File: src/rtsq_params.svh
`ifndef RTSQ_PARAMS_SVH
`define RTSQ_PARAMS_SVH
// Register byte addresses on the Wishbone bus
`define RTSQ_ADDR_PWRCTL 8'h8E
`define RTSQ_ADDR_STATUS 8'h8C
`define RTSQ_ADDR_CONFIG 8'h90
`define RTSQ_ADDR_CAUSE 8'h94
// Field positions in the power control register
`define RTSQ_POWER_CONTROL_FLAGS_BOR 0
`define RTSQ_POWER_CONTROL_FLAGS_POR 1
`define RTSQ_POWER_CONTROL_FLAGS_SOFT_BROWNOUT_ENABLE 4
`define RTSQ_POWER_CONTROL_FLAGS_ULTRA_LOW_WAKE_ENABLE 5
// Field positions in the core status register
`define RTSQ_STAT_PD 3
`define RTSQ_STAT_TO 4
// Field positions in the configuration register
`define RTSQ_CFG_OSC_LSB 0
`define RTSQ_CFG_SUPPLY_TIMER_DISABLE_BIT 4
`define RTSQ_CFG_BROWNOUT_MODE_SELECT_LSB 8
`define RTSQ_CFG_IESO 10
`define RTSQ_CFG_FCMEN 11
// Configuration reset value: timer enabled, brown-out always on, fast crystal
`define RTSQ_CFG_RESET 16'h0302
// Timing: 200 MHz core clock, 31 kHz slow oscillator
`define RTSQ_CLK_HZ 200000000
`define RTSQ_SLOW_HZ 31000
`define RTSQ_SLOW_DIV ((`RTSQ_CLK_HZ) / (`RTSQ_SLOW_HZ))
`define RTSQ_SETTLE_MS 64
`define RTSQ_SETTLE_TICKS (((`RTSQ_SETTLE_MS) * (`RTSQ_SLOW_HZ)) / 1000)
`define RTSQ_OST_PERIODS 1024
`define RTSQ_BOD_MIN_CYC 16
`endif

File: src/rtsq_pkg.sv
package rtsq_pkg;
   typedef enum logic [2:0] {
      RTSQ_HOLD = 3'h0,
      RTSQ_SETTLE = 3'h1,
      RTSQ_OST = 3'h2,
      RTSQ_RUN = 3'h3,
      RTSQ_SLEEP = 3'h4
   } rtsq_state_type;

   typedef struct packed {
      logic [7:0] adr;
      logic [31:0] dat;
      logic we;
      logic [3:0] sel;
      logic cyc;
      logic stb;
   } rtsq_wb_req_type;

   typedef struct packed {
      logic por_n;
      logic bod;
      logic external_reset_pin_n;
      logic wdt_reset;
      logic wdt_wake;
      logic int_wake;
      logic sleep_req;
      logic osc_tick;
   } rtsq_pins_type;
endpackage

File: src/rtsq_sequencer.sv
// Functional notes
// - Settle delay only after power-on or brown-out
// - Settle timer ticks from 31 kHz oscillator
// - Core held in reset while settle timer runs
// - Disable bit one turns settle timer off
// - Mode 01 lets software bit enable brown-out
// - Mode 10 disables brown-out during sleep
// - Brown-out longer than minimum resets device
// - Hold until supply good, then settle
// - Brown-out during settle restarts the timer
// - Power-on, settle, crystal count in order
// - Crystal modes wait 1024 oscillator periods
// - Other clock modes skip crystal count
// - Time-outs run independently of reset pin
// - Two-speed or fail-safe lets core run early
// - Brown-out flag in bit 0, cleared on brown-out
// - Brown-out flag don't-care when mode 00
// - Power-on flag bit 1 cleared on power-on
// - Power-on and brown-out set flag patterns
// - Watchdog and sleep resets set status flags
// - Power control resets to 01qq on power events, 00uu on watchdog or pin reset in run
// - Mode 11 on, 10 run-only, 01 soft, 00 off
`timescale 1ns/1ps
`include "rtsq_params.svh"
module rtsq_sequencer
   import rtsq_pkg::*;
#(
   parameter int SETTLE_TICKS = `RTSQ_SETTLE_TICKS,
   parameter int SLOW_DIV = `RTSQ_SLOW_DIV
) (
   input wire logic clk_i,
   input wire logic rst_i,
   input wire logic por_n_i,
   input wire logic bod_i,
   input wire logic external_reset_pin_n_i,
   input wire logic wdt_reset_i,
   input wire logic wdt_wake_i,
   input wire logic int_wake_i,
   input wire logic sleep_req_i,
   input wire logic osc_tick_i,
   input wire logic [7:0] wb_adr_i,
   input wire logic [31:0] wb_dat_i,
   input wire logic wb_we_i,
   input wire logic [3:0] wb_sel_i,
   input wire logic wb_cyc_i,
   input wire logic wb_stb_i,
   output logic [31:0] wb_dat_o,
   output logic wb_ack_o,
   output logic wb_err_o,
   output logic core_reset_o,
   output logic core_run_fast_o,
   output logic sleeping_o,
   output logic bod_enabled_o
);
   localparam int SDW = $clog2(SETTLE_TICKS + 1);
   localparam int DVW = $clog2(SLOW_DIV + 1);

   typedef struct packed {
      rtsq_pins_type s1;
      rtsq_pins_type s2;
      logic osc_prev;
      rtsq_state_type st;
      logic [DVW-1:0] div;
      logic [SDW-1:0] settle;
      logic [10:0] crystal_startup_count;
      logic [4:0] bod_cnt;
      logic bod_rst;
      logic pwr_event;
      logic por_flag;
      logic bor_flag;
      logic soft_brownout_enable;
      logic ultra_low_wake_enable;
      logic to_flag;
      logic pd_flag;
      logic [15:0] cfg;
      logic [2:0] cause;
      logic [31:0] rdat;
      logic ack;
      logic err;
   } rtsq_core_type;

   rtsq_core_type q_r, q_nxt;
   rtsq_pins_type pins;
   logic [2:0] osc_mode;
   logic [1:0] bor_mode;
   logic crystal, timer_on, bod_en, bod_q, slow_tick;
   logic wb_req, wr_power_control_flags, wr_stat, wr_cfg, hit;

   // Pins gathered into one carrier before synchronising
   assign pins = '{por_n: por_n_i, bod: bod_i, external_reset_pin_n: external_reset_pin_n_i,
                   wdt_reset: wdt_reset_i, wdt_wake: wdt_wake_i,
                   int_wake: int_wake_i, sleep_req: sleep_req_i,
                   osc_tick: osc_tick_i};

   // Configuration decode
   assign osc_mode = q_r.cfg[`RTSQ_CFG_OSC_LSB +: 3];
   assign bor_mode = q_r.cfg[`RTSQ_CFG_BROWNOUT_MODE_SELECT_LSB +: 2];
   assign crystal = (osc_mode <= 3'h2); // LP, XT, HS need CRYSTAL_STARTUP_COUNT
   assign timer_on = ~q_r.cfg[`RTSQ_CFG_SUPPLY_TIMER_DISABLE_BIT];

   // Brown-out enable per mode
   always_comb begin
      unique case (bor_mode)
         2'h3: bod_en = 1'b1;
         2'h2: bod_en = (q_r.st != RTSQ_SLEEP);
         2'h1: bod_en = q_r.soft_brownout_enable;
         2'h0: bod_en = 1'b0;
      endcase
   end
   // Only the second synchroniser stage is read
   assign bod_q = q_r.s2.bod & bod_en;
   assign slow_tick = (q_r.div == DVW'(SLOW_DIV - 1));

   // Bus decode; ack is one cycle, dropped the cycle after
   assign wb_req = wb_cyc_i & wb_stb_i & ~q_r.ack & ~q_r.err;
   assign hit = (wb_adr_i == `RTSQ_ADDR_PWRCTL) ||
                (wb_adr_i == `RTSQ_ADDR_STATUS) ||
                (wb_adr_i == `RTSQ_ADDR_CONFIG) ||
                (wb_adr_i == `RTSQ_ADDR_CAUSE);
   assign wr_power_control_flags = wb_req & wb_we_i & wb_sel_i[0] &
                    (wb_adr_i == `RTSQ_ADDR_PWRCTL);
   assign wr_stat = wb_req & wb_we_i & wb_sel_i[0] &
                    (wb_adr_i == `RTSQ_ADDR_STATUS);
   assign wr_cfg = wb_req & wb_we_i & (wb_adr_i == `RTSQ_ADDR_CONFIG);

   // Next-state logic for the whole block
   always_comb begin
      logic por_ev, bor_ev, leave_hold;
      por_ev = 1'b0;
      bor_ev = 1'b0;
      leave_hold = 1'b0;
      q_nxt = q_r;
      q_nxt.s1 = pins;
      q_nxt.s2 = q_r.s1;
      q_nxt.osc_prev = q_r.s2.osc_tick;
      q_nxt.ack = 1'b0;
      q_nxt.err = 1'b0;
      q_nxt.div = slow_tick ? '0 : DVW'(q_r.div + 1'b1);

      // Minimum-duration filter on brown-out
      if (!bod_q) begin
         q_nxt.bod_cnt = '0;
      end else if (q_r.bod_cnt != 5'(`RTSQ_BOD_MIN_CYC)) begin
         q_nxt.bod_cnt = q_r.bod_cnt + 5'h01;
      end
      q_nxt.bod_rst = (q_r.bod_cnt == 5'(`RTSQ_BOD_MIN_CYC));

      // Power-on and brown-out restart the sequence
      if (!q_r.s2.por_n) begin
         por_ev = 1'b1;
      end else if (q_r.bod_rst) begin
         bor_ev = 1'b1;
      end

      unique case (q_r.st)
         RTSQ_HOLD: begin
            // Wait for supply above threshold
            if (!por_ev && !bor_ev && !q_r.s2.bod) begin
               leave_hold = 1'b1;
            end
         end
         RTSQ_SETTLE: begin
            // Counts slow ticks only while holding the core
            if (slow_tick) begin
               q_nxt.settle = SDW'(q_r.settle + 1'b1);
            end
            if (q_r.settle == SDW'(SETTLE_TICKS)) begin
               q_nxt.crystal_startup_count = '0;
               q_nxt.st = crystal ? RTSQ_OST : RTSQ_RUN;
            end
         end
         RTSQ_OST: begin
            // Count oscillator periods on tick rising edges
            if (q_r.s2.osc_tick && !q_r.osc_prev) begin
               q_nxt.crystal_startup_count = q_r.crystal_startup_count + 11'h001;
            end
            if (q_r.crystal_startup_count == 11'(`RTSQ_OST_PERIODS)) begin
               q_nxt.st = RTSQ_RUN;
            end
         end
         RTSQ_RUN: begin
            if (q_r.s2.sleep_req) begin
               q_nxt.st = RTSQ_SLEEP;
               q_nxt.pd_flag = 1'b0;
            end
         end
         RTSQ_SLEEP: begin
            // Wake-ups resume; crystal restarts with CRYSTAL_STARTUP_COUNT only
            if (q_r.s2.wdt_wake || q_r.s2.int_wake) begin
               q_nxt.crystal_startup_count = '0;
               q_nxt.st = crystal ? RTSQ_OST : RTSQ_RUN;
               if (q_r.s2.wdt_wake) begin
                  q_nxt.to_flag = 1'b0;
                  q_nxt.pd_flag = 1'b0;
               end
            end
         end
         default: q_nxt.st = RTSQ_HOLD;
      endcase

      // Other reset causes: no settle delay
      if (q_r.st == RTSQ_SLEEP && !q_r.s2.external_reset_pin_n) begin
         q_nxt.to_flag = 1'b1;
         q_nxt.pd_flag = 1'b0;
         q_nxt.cause = 3'h5;
         q_nxt.crystal_startup_count = '0;
         q_nxt.st = crystal ? RTSQ_OST : RTSQ_RUN;
      end else if (q_r.st == RTSQ_RUN && q_r.s2.wdt_reset) begin
         q_nxt.to_flag = 1'b0;
         q_nxt.cause = 3'h3;
         q_nxt.soft_brownout_enable = 1'b0; // Power control reads 00uu
         q_nxt.ultra_low_wake_enable = 1'b0;
      end else if (q_r.st == RTSQ_RUN && !q_r.s2.external_reset_pin_n) begin
         q_nxt.cause = 3'h4; // Flags unchanged
         q_nxt.soft_brownout_enable = 1'b0;
         q_nxt.ultra_low_wake_enable = 1'b0;
      end

      // Software writes; hardware events below take priority
      if (wr_power_control_flags) begin
         q_nxt.bor_flag = wb_dat_i[`RTSQ_POWER_CONTROL_FLAGS_BOR];
         q_nxt.por_flag = wb_dat_i[`RTSQ_POWER_CONTROL_FLAGS_POR];
         q_nxt.soft_brownout_enable = wb_dat_i[`RTSQ_POWER_CONTROL_FLAGS_SOFT_BROWNOUT_ENABLE];
         q_nxt.ultra_low_wake_enable = wb_dat_i[`RTSQ_POWER_CONTROL_FLAGS_ULTRA_LOW_WAKE_ENABLE];
      end
      if (wr_cfg) begin
         if (wb_sel_i[0]) begin
            q_nxt.cfg[7:0] = wb_dat_i[7:0];
         end
         if (wb_sel_i[1]) begin
            q_nxt.cfg[15:8] = wb_dat_i[15:8];
         end
      end

      if (por_ev) begin
         q_nxt.st = RTSQ_HOLD;
         q_nxt.por_flag = 1'b0;
         q_nxt.to_flag = 1'b1;
         q_nxt.pd_flag = 1'b1;
         q_nxt.soft_brownout_enable = 1'b1; // Power control reads 01qq
         q_nxt.ultra_low_wake_enable = 1'b0;
         q_nxt.pwr_event = 1'b1;
         q_nxt.cause = 3'h1;
         q_nxt.settle = '0;
      end else if (bor_ev) begin
         q_nxt.st = RTSQ_HOLD;
         q_nxt.por_flag = 1'b1;
         q_nxt.bor_flag = 1'b0;
         q_nxt.to_flag = 1'b1;
         q_nxt.pd_flag = 1'b1;
         q_nxt.soft_brownout_enable = 1'b1;
         q_nxt.ultra_low_wake_enable = 1'b0;
         q_nxt.pwr_event = 1'b1;
         q_nxt.cause = 3'h2;
         q_nxt.settle = '0;
      end else if (leave_hold) begin
         // Settle only after power events and when enabled
         q_nxt.settle = '0;
         q_nxt.crystal_startup_count = '0;
         q_nxt.pwr_event = 1'b0;
         if (q_r.pwr_event && timer_on) begin
            q_nxt.st = RTSQ_SETTLE;
         end else begin
            q_nxt.st = crystal ? RTSQ_OST : RTSQ_RUN;
         end
      end

      // Register reads; unmapped addresses answer with err
      if (wb_req) begin
         q_nxt.ack = hit;
         q_nxt.err = ~hit;
         q_nxt.rdat = '0;
         unique case (wb_adr_i)
            `RTSQ_ADDR_PWRCTL: begin
               q_nxt.rdat[`RTSQ_POWER_CONTROL_FLAGS_BOR] = q_r.bor_flag;
               q_nxt.rdat[`RTSQ_POWER_CONTROL_FLAGS_POR] = q_r.por_flag;
               q_nxt.rdat[`RTSQ_POWER_CONTROL_FLAGS_SOFT_BROWNOUT_ENABLE] = q_r.soft_brownout_enable;
               q_nxt.rdat[`RTSQ_POWER_CONTROL_FLAGS_ULTRA_LOW_WAKE_ENABLE] = q_r.ultra_low_wake_enable;
            end
            `RTSQ_ADDR_STATUS: begin
               q_nxt.rdat[`RTSQ_STAT_TO] = q_r.to_flag;
               q_nxt.rdat[`RTSQ_STAT_PD] = q_r.pd_flag;
            end
            `RTSQ_ADDR_CONFIG: q_nxt.rdat[15:0] = q_r.cfg;
            `RTSQ_ADDR_CAUSE: begin
               q_nxt.rdat[2:0] = q_r.cause;
               q_nxt.rdat[10:8] = q_r.st;
            end
            default: q_nxt.rdat = '0;
         endcase
      end
      // Status writes accepted but read-only flags stay hardware owned
      if (wr_stat) begin
         q_nxt.rdat = q_nxt.rdat;
      end
   end

   // Single state register; rst_i models the power-on event
   always_ff @(posedge clk_i) begin
      if (rst_i) begin
         q_r <= '0;
         q_r.s1 <= '1;
         q_r.s2 <= '1;
         q_r.cfg <= `RTSQ_CFG_RESET;
         q_r.pwr_event <= 1'b1;
         q_r.to_flag <= 1'b1;
         q_r.pd_flag <= 1'b1;
         q_r.soft_brownout_enable <= 1'b1;
         q_r.st <= RTSQ_HOLD;
      end else begin
         q_r <= q_nxt;
      end
   end

   // Core reset ignores the pin during time-outs other than a two-speed crystal count, then follows it
   assign core_reset_o = (q_r.st != RTSQ_RUN && q_r.st != RTSQ_SLEEP &&
                          !(q_r.st == RTSQ_OST && core_run_fast_o)) ||
                         !q_r.s2.external_reset_pin_n;
   // Two-speed or fail-safe lets the core run during CRYSTAL_STARTUP_COUNT
   assign core_run_fast_o = (q_r.st == RTSQ_OST) &&
                            (q_r.cfg[`RTSQ_CFG_IESO] |
                             q_r.cfg[`RTSQ_CFG_FCMEN]);
   assign sleeping_o = (q_r.st == RTSQ_SLEEP);
   assign bod_enabled_o = bod_en;
   assign wb_dat_o = q_r.rdat;
   assign wb_ack_o = q_r.ack;
   assign wb_err_o = q_r.err;
endmodule

File: config.mk
export PLATFORM = sky130hd
export DESIGN_NAME = rtsq_sequencer
export DESIGN_NICKNAME = d
export VERILOG_FILES = /design/src/rtsq_pkg.sv /design/src/rtsq_sequencer.sv
export VERILOG_INCLUDE_DIRS = /design/src
export SDC_FILE = /design/constraint.sdc
export NUM_CORES = 1
export LEC_CHECK = 0
export ABC_AREA = 1
export BUFFER_PORTS_ARGS = -buffer_cell sky130_fd_sc_hd__buf_2
export CORE_MARGIN = 2
export CORE_UTILIZATION = 45
export CTS_CLUSTER_DIAMETER = 30
export DETAILED_ROUTE_END_ITERATION = 7
export PLACE_DENSITY_LB_ADDON = 0.25
export SYNTH_ARGS = -nofsm -noshare
export SYNTH_HDL_FRONTEND = slang
export SYNTH_SLANG_ARGS = --single-unit
File: constraint.sdc
create_clock -name clk_i -period 1.47 [get_ports clk_i]
set_clock_uncertainty 0.05 [all_clocks]
set_input_delay 0.147 -clock clk_i [delete_from_list [all_inputs] [get_ports clk_i]]
set_output_delay 0.147 -clock clk_i [all_outputs]
set_load 0.01 [all_outputs]
==> results.py <==
metrics = {
    "synth": {
        "synth.most_common_cell": "nand2_1",
        "yosys.area.top_type": "dfxtp_1",
        "synth_ff_type": "dfxtp_1",
        "synthAdderAreaFrac_pct": 1.954,
        "synth_edf_count": 0,
        "ys_async_sr_fraction_pct": 0,
        "syn_inst": 699,
        "synth_compound_area_share_pct": 13.24,
        "synth_common_cells": "nand2_1, dfxtp_1, inv_1, nor2_1, a21oi_1",
        "synthesis.area_mm2": 0.005124,
        "synthXorXnorAreaFrac_pct": 1.709,
        "ys_warn_count": 0,
        "ys_seq_area_share_pct": 41.03,
        "synthMuxAreaShare_pct": 0,
        "synthSimpleGateAreaFrac_pct": 29.21,
        "avgSynthCellArea_um2": 7.330,
        "synth_top_family_by_area": "simple AND/OR/NAND/NOR gates",
        "ys_seq_elements": 105,
        "synth_area_leaders": "dfxtp_1, nand2_1, a21oi_1, inv_1, buf_4",
        "yosys.cell_types.count": 46,
        "synthDominantCellAreaShare_pct": 41.03,
    },
    "drt": {
        "drc_errors": 0,
        "avgViaCountPerCell": 5.023,
        "ant_nets": 0,
        "wl_per_cell_um": 13.13,
        "vias": 4882,
        "wirelength_um": 12760,
        "dr.pass1.iters": 5,
        "first_iter_violations": 314,
    },
    "worst_setup_path": {
        "cp_slowest_stage_delay_ps": 370,
        "r2r_end": "q_r[102]",
        "reg2reg_slack_ps": -70,
        "end_kind": "output pin",
        "reg2reg_depth": 11,
        "worstPathArrival_ps": 1430,
        "critPathRequiredTime_ps": 1270,
        "cp_cell_sequence": "nor3_4 -> inv_2 -> a21oi_2 -> buf_6 -> o31ai_4 -> buf_2",
        "critPathTopFamily": "flip-flops",
        "crit_path_start": "q_r[101]",
        "cp-start-kind": "flip-flop",
        "rr_startpoint": "q_r[102]",
        "crit_fanout": 5,
        "crit_type": "flip-flop to output pin",
        "critPathSlowestCell": "dfxtp_4",
        "worst-path-buf-inv": 3,
    },
    "sta": {
        "final.period_utilization_pct": 110.5,
        "setup_viol": 16,
        "whs_ps": 12.80,
        "fmax_mhz": 615.6,
        "finalHoldViolCount": 0,
        "period_needed_ps": 1625,
        "finalWorstSetupSlack_ps": -154.5,
        "rsz0062_at_grt": "yes",
        "drv_slew": 0,
    },
    "die": {
        "core-area_mm2": 0.01098,
        "rows": 38,
        "io_pins": 95,
        "die_area_mm2": 0.01226,
        "die_y_um": 110.7,
        "start_util_pct": 46.65,
        "dieWidth_um": 110.7,
    },
    "power_and_ir_drop": {
        "pwr-share-comb_pct": 14.0,
        "power.density_mw_per_mm2": 985.0,
        "p_int_mw": 5.010,
        "p_clk_share_pct": 40.8,
        "p_leak_nw": 2.974,
        "vdd_drop_max_mv": 0.8368,
        "power_switching_mw": 1.625,
        "netSwitchingFraction_pct": 24.49,
        "p_seq_share_pct": 45.2,
    },
    "placed_design": {
        "io_buffers": 60,
        "dp_hpwl_um": 9078,
        "place.gp.congestion": 0.8604,
        "placedCellCount": 926,
    },
    "final_layout": {
        "final_nets": 893,
        "fin_cells": 972,
        "antennaDiodeCount": 0,
        "areaGrowthSynthToFinish_pct": 31.45,
        "n_fill_cell": 978,
        "drive_above_1_share_pct": 33.29,
    },
    "clock_tree": {
        "cts_sinks": 105,
        "clk_latency_ps": 350,
        "cts_inserted_buffers": 9,
        "htreeDepth": 3,
        "clockRootBuffer": "clkbuf_16",
        "clockBufferDepth": 2,
        "cts_tree": "done",
        "clk_pin_slew_ps": 70,
    },
    "global_routing": {
        "overflow": 0,
        "grt_max_degree": 23,
        "grtUsageTotal_pct": 20.13,
        "grt_pass1_wl_um": 20360,
        "grt_pass1_vias": 4571,
        "antenna_found_initial": 0,
    },
    "outcome": {
        "outcome": "finished with violations",
        "violations": "setup timing",
    },
    "worst_hold_path": {
        "worstHoldPathCells": 3,
        "hp-class": "input port to flip-flop",
        "hold_path_end": "bor_mode[1]",
        "hold_path_startpoint": "wb_dat_i[9]",
    },
    "flow_run": {
        "cap_violations": 0,
    },
}
worst min-delay path, cell delays in order:
cell and delay, ps:
buf_2 70, nand4_1 80, nand3_1 90
cells by family after synthesis:
family | after synthesis
AO/OA/AOI/OAI | 128
XOR/XNOR | 10
adder cells (fa/ha/maj) | 8
buffers and inverters | 135
flip-flops | 105
other | 1
AND/OR/NAND/NOR | 312
placed cells by master (no fill, tap or decap), types with 9 or more instances in the layout:
cell	n
nand2_1	116
buf_4	69
o21ai_1	11
conb_1	16
clkbuf_16	9
dfxtp_1	90
buf_2	60
a21oi_1	56
o21ai_0	39
nor2_4	10
dfxtp_2	10
nor3_1	12
inv_1	68
nand2_2	9
or2_2	20
nor2_2	11
nand3_1	37
dlygate4sd3_1	13
inv_2	17
nor2_1	55
power groups by stage:
stage | sequential, mW | combinational, mW | clock [mW]
3_3_place_gp | 3.04 | 0.737 | 0
6_report | 3.00 | 0.927 | 2.71
5_1_grt | 3.00 | 1.02 | 2.89
2_1_floorplan | 3.02 | 0.502 | 0
3_5_place_dp | 3.04 | 0.758 | 0
4_1_cts | 2.99 | 0.856 | 2.77
through the flow:
step	utilization (%)	TNS [ps]	setup WS [ps]	power, mW	cell area, um2
after global placement	52.64	-86.79	-43.48	3.773	5782
after detailed placement	52.64	-602.9	-71.40	3.796	5782
final	61.32	-680.2	-154.5	6.634	6735
after floorplan	-	0	52.06	3.526	5180
after CTS	58.74	-736.1	-189.5	6.611	6451
after global routing	61.32	-3823	-253.3	6.909	6735
area by class of cell:
type	instances	area (um2)	area share, %
tap	140	175.2	2.601
multi-input combinational	474	2706	40.18
timing repair buffer	149	1045	15.51
clock inverter	5	105.1	1.560
sequential	105	2133	31.67
clock buffer	10	229.0	3.400
inverter	89	341.6	5.072
sequential cells by signal, summed over array words and instances, names as in the netlist:
signal,count
q_nxt,9
wb_dat_o,16
osc_mode,3
bor_mode,2
q_r,73
wb_err_o,1
wb_ack_o,1
per-layer routing:
metal	part of all wire (%)	track usage [%]	wire length, um	vias to the layer above
li1	-	-	-	2464
met1	44	25.24	5580	2269
met2	50	34.36	6400	130
met3	4.8	5.467	616	19
met4	1.3	5.083	166	0
met5	0	0	0	-
worst max-delay path by stage:
| stage | slack [ps] | cells after the start | to |
|---|---|---|---|
| 2_1_floorplan | 50 | 9 | q_r[41] |
| 3_3_place_gp | -40 | 8 | q_r[96] |
| 3_5_place_dp | -70 | 8 | q_r[96] |
| 4_1_cts | -190 | 7 | core_reset_o |
| 5_1_grt | -250 | 5 | core_reset_o |
| 6_report | -150 | 6 | core_reset_o |
what timing repair did:
action | 4_1_cts | 5_1_grt
gates resized for setup | 39 | 72
endpoints found under the setup margin | 31 | 53
pin swaps | 16 | 29
buffers inserted | 10 | 9
hold buffers | 13 | 0
hold endpoints to repair | 13 | 0
No activity file was read; power rests on OpenSTA's default activity.
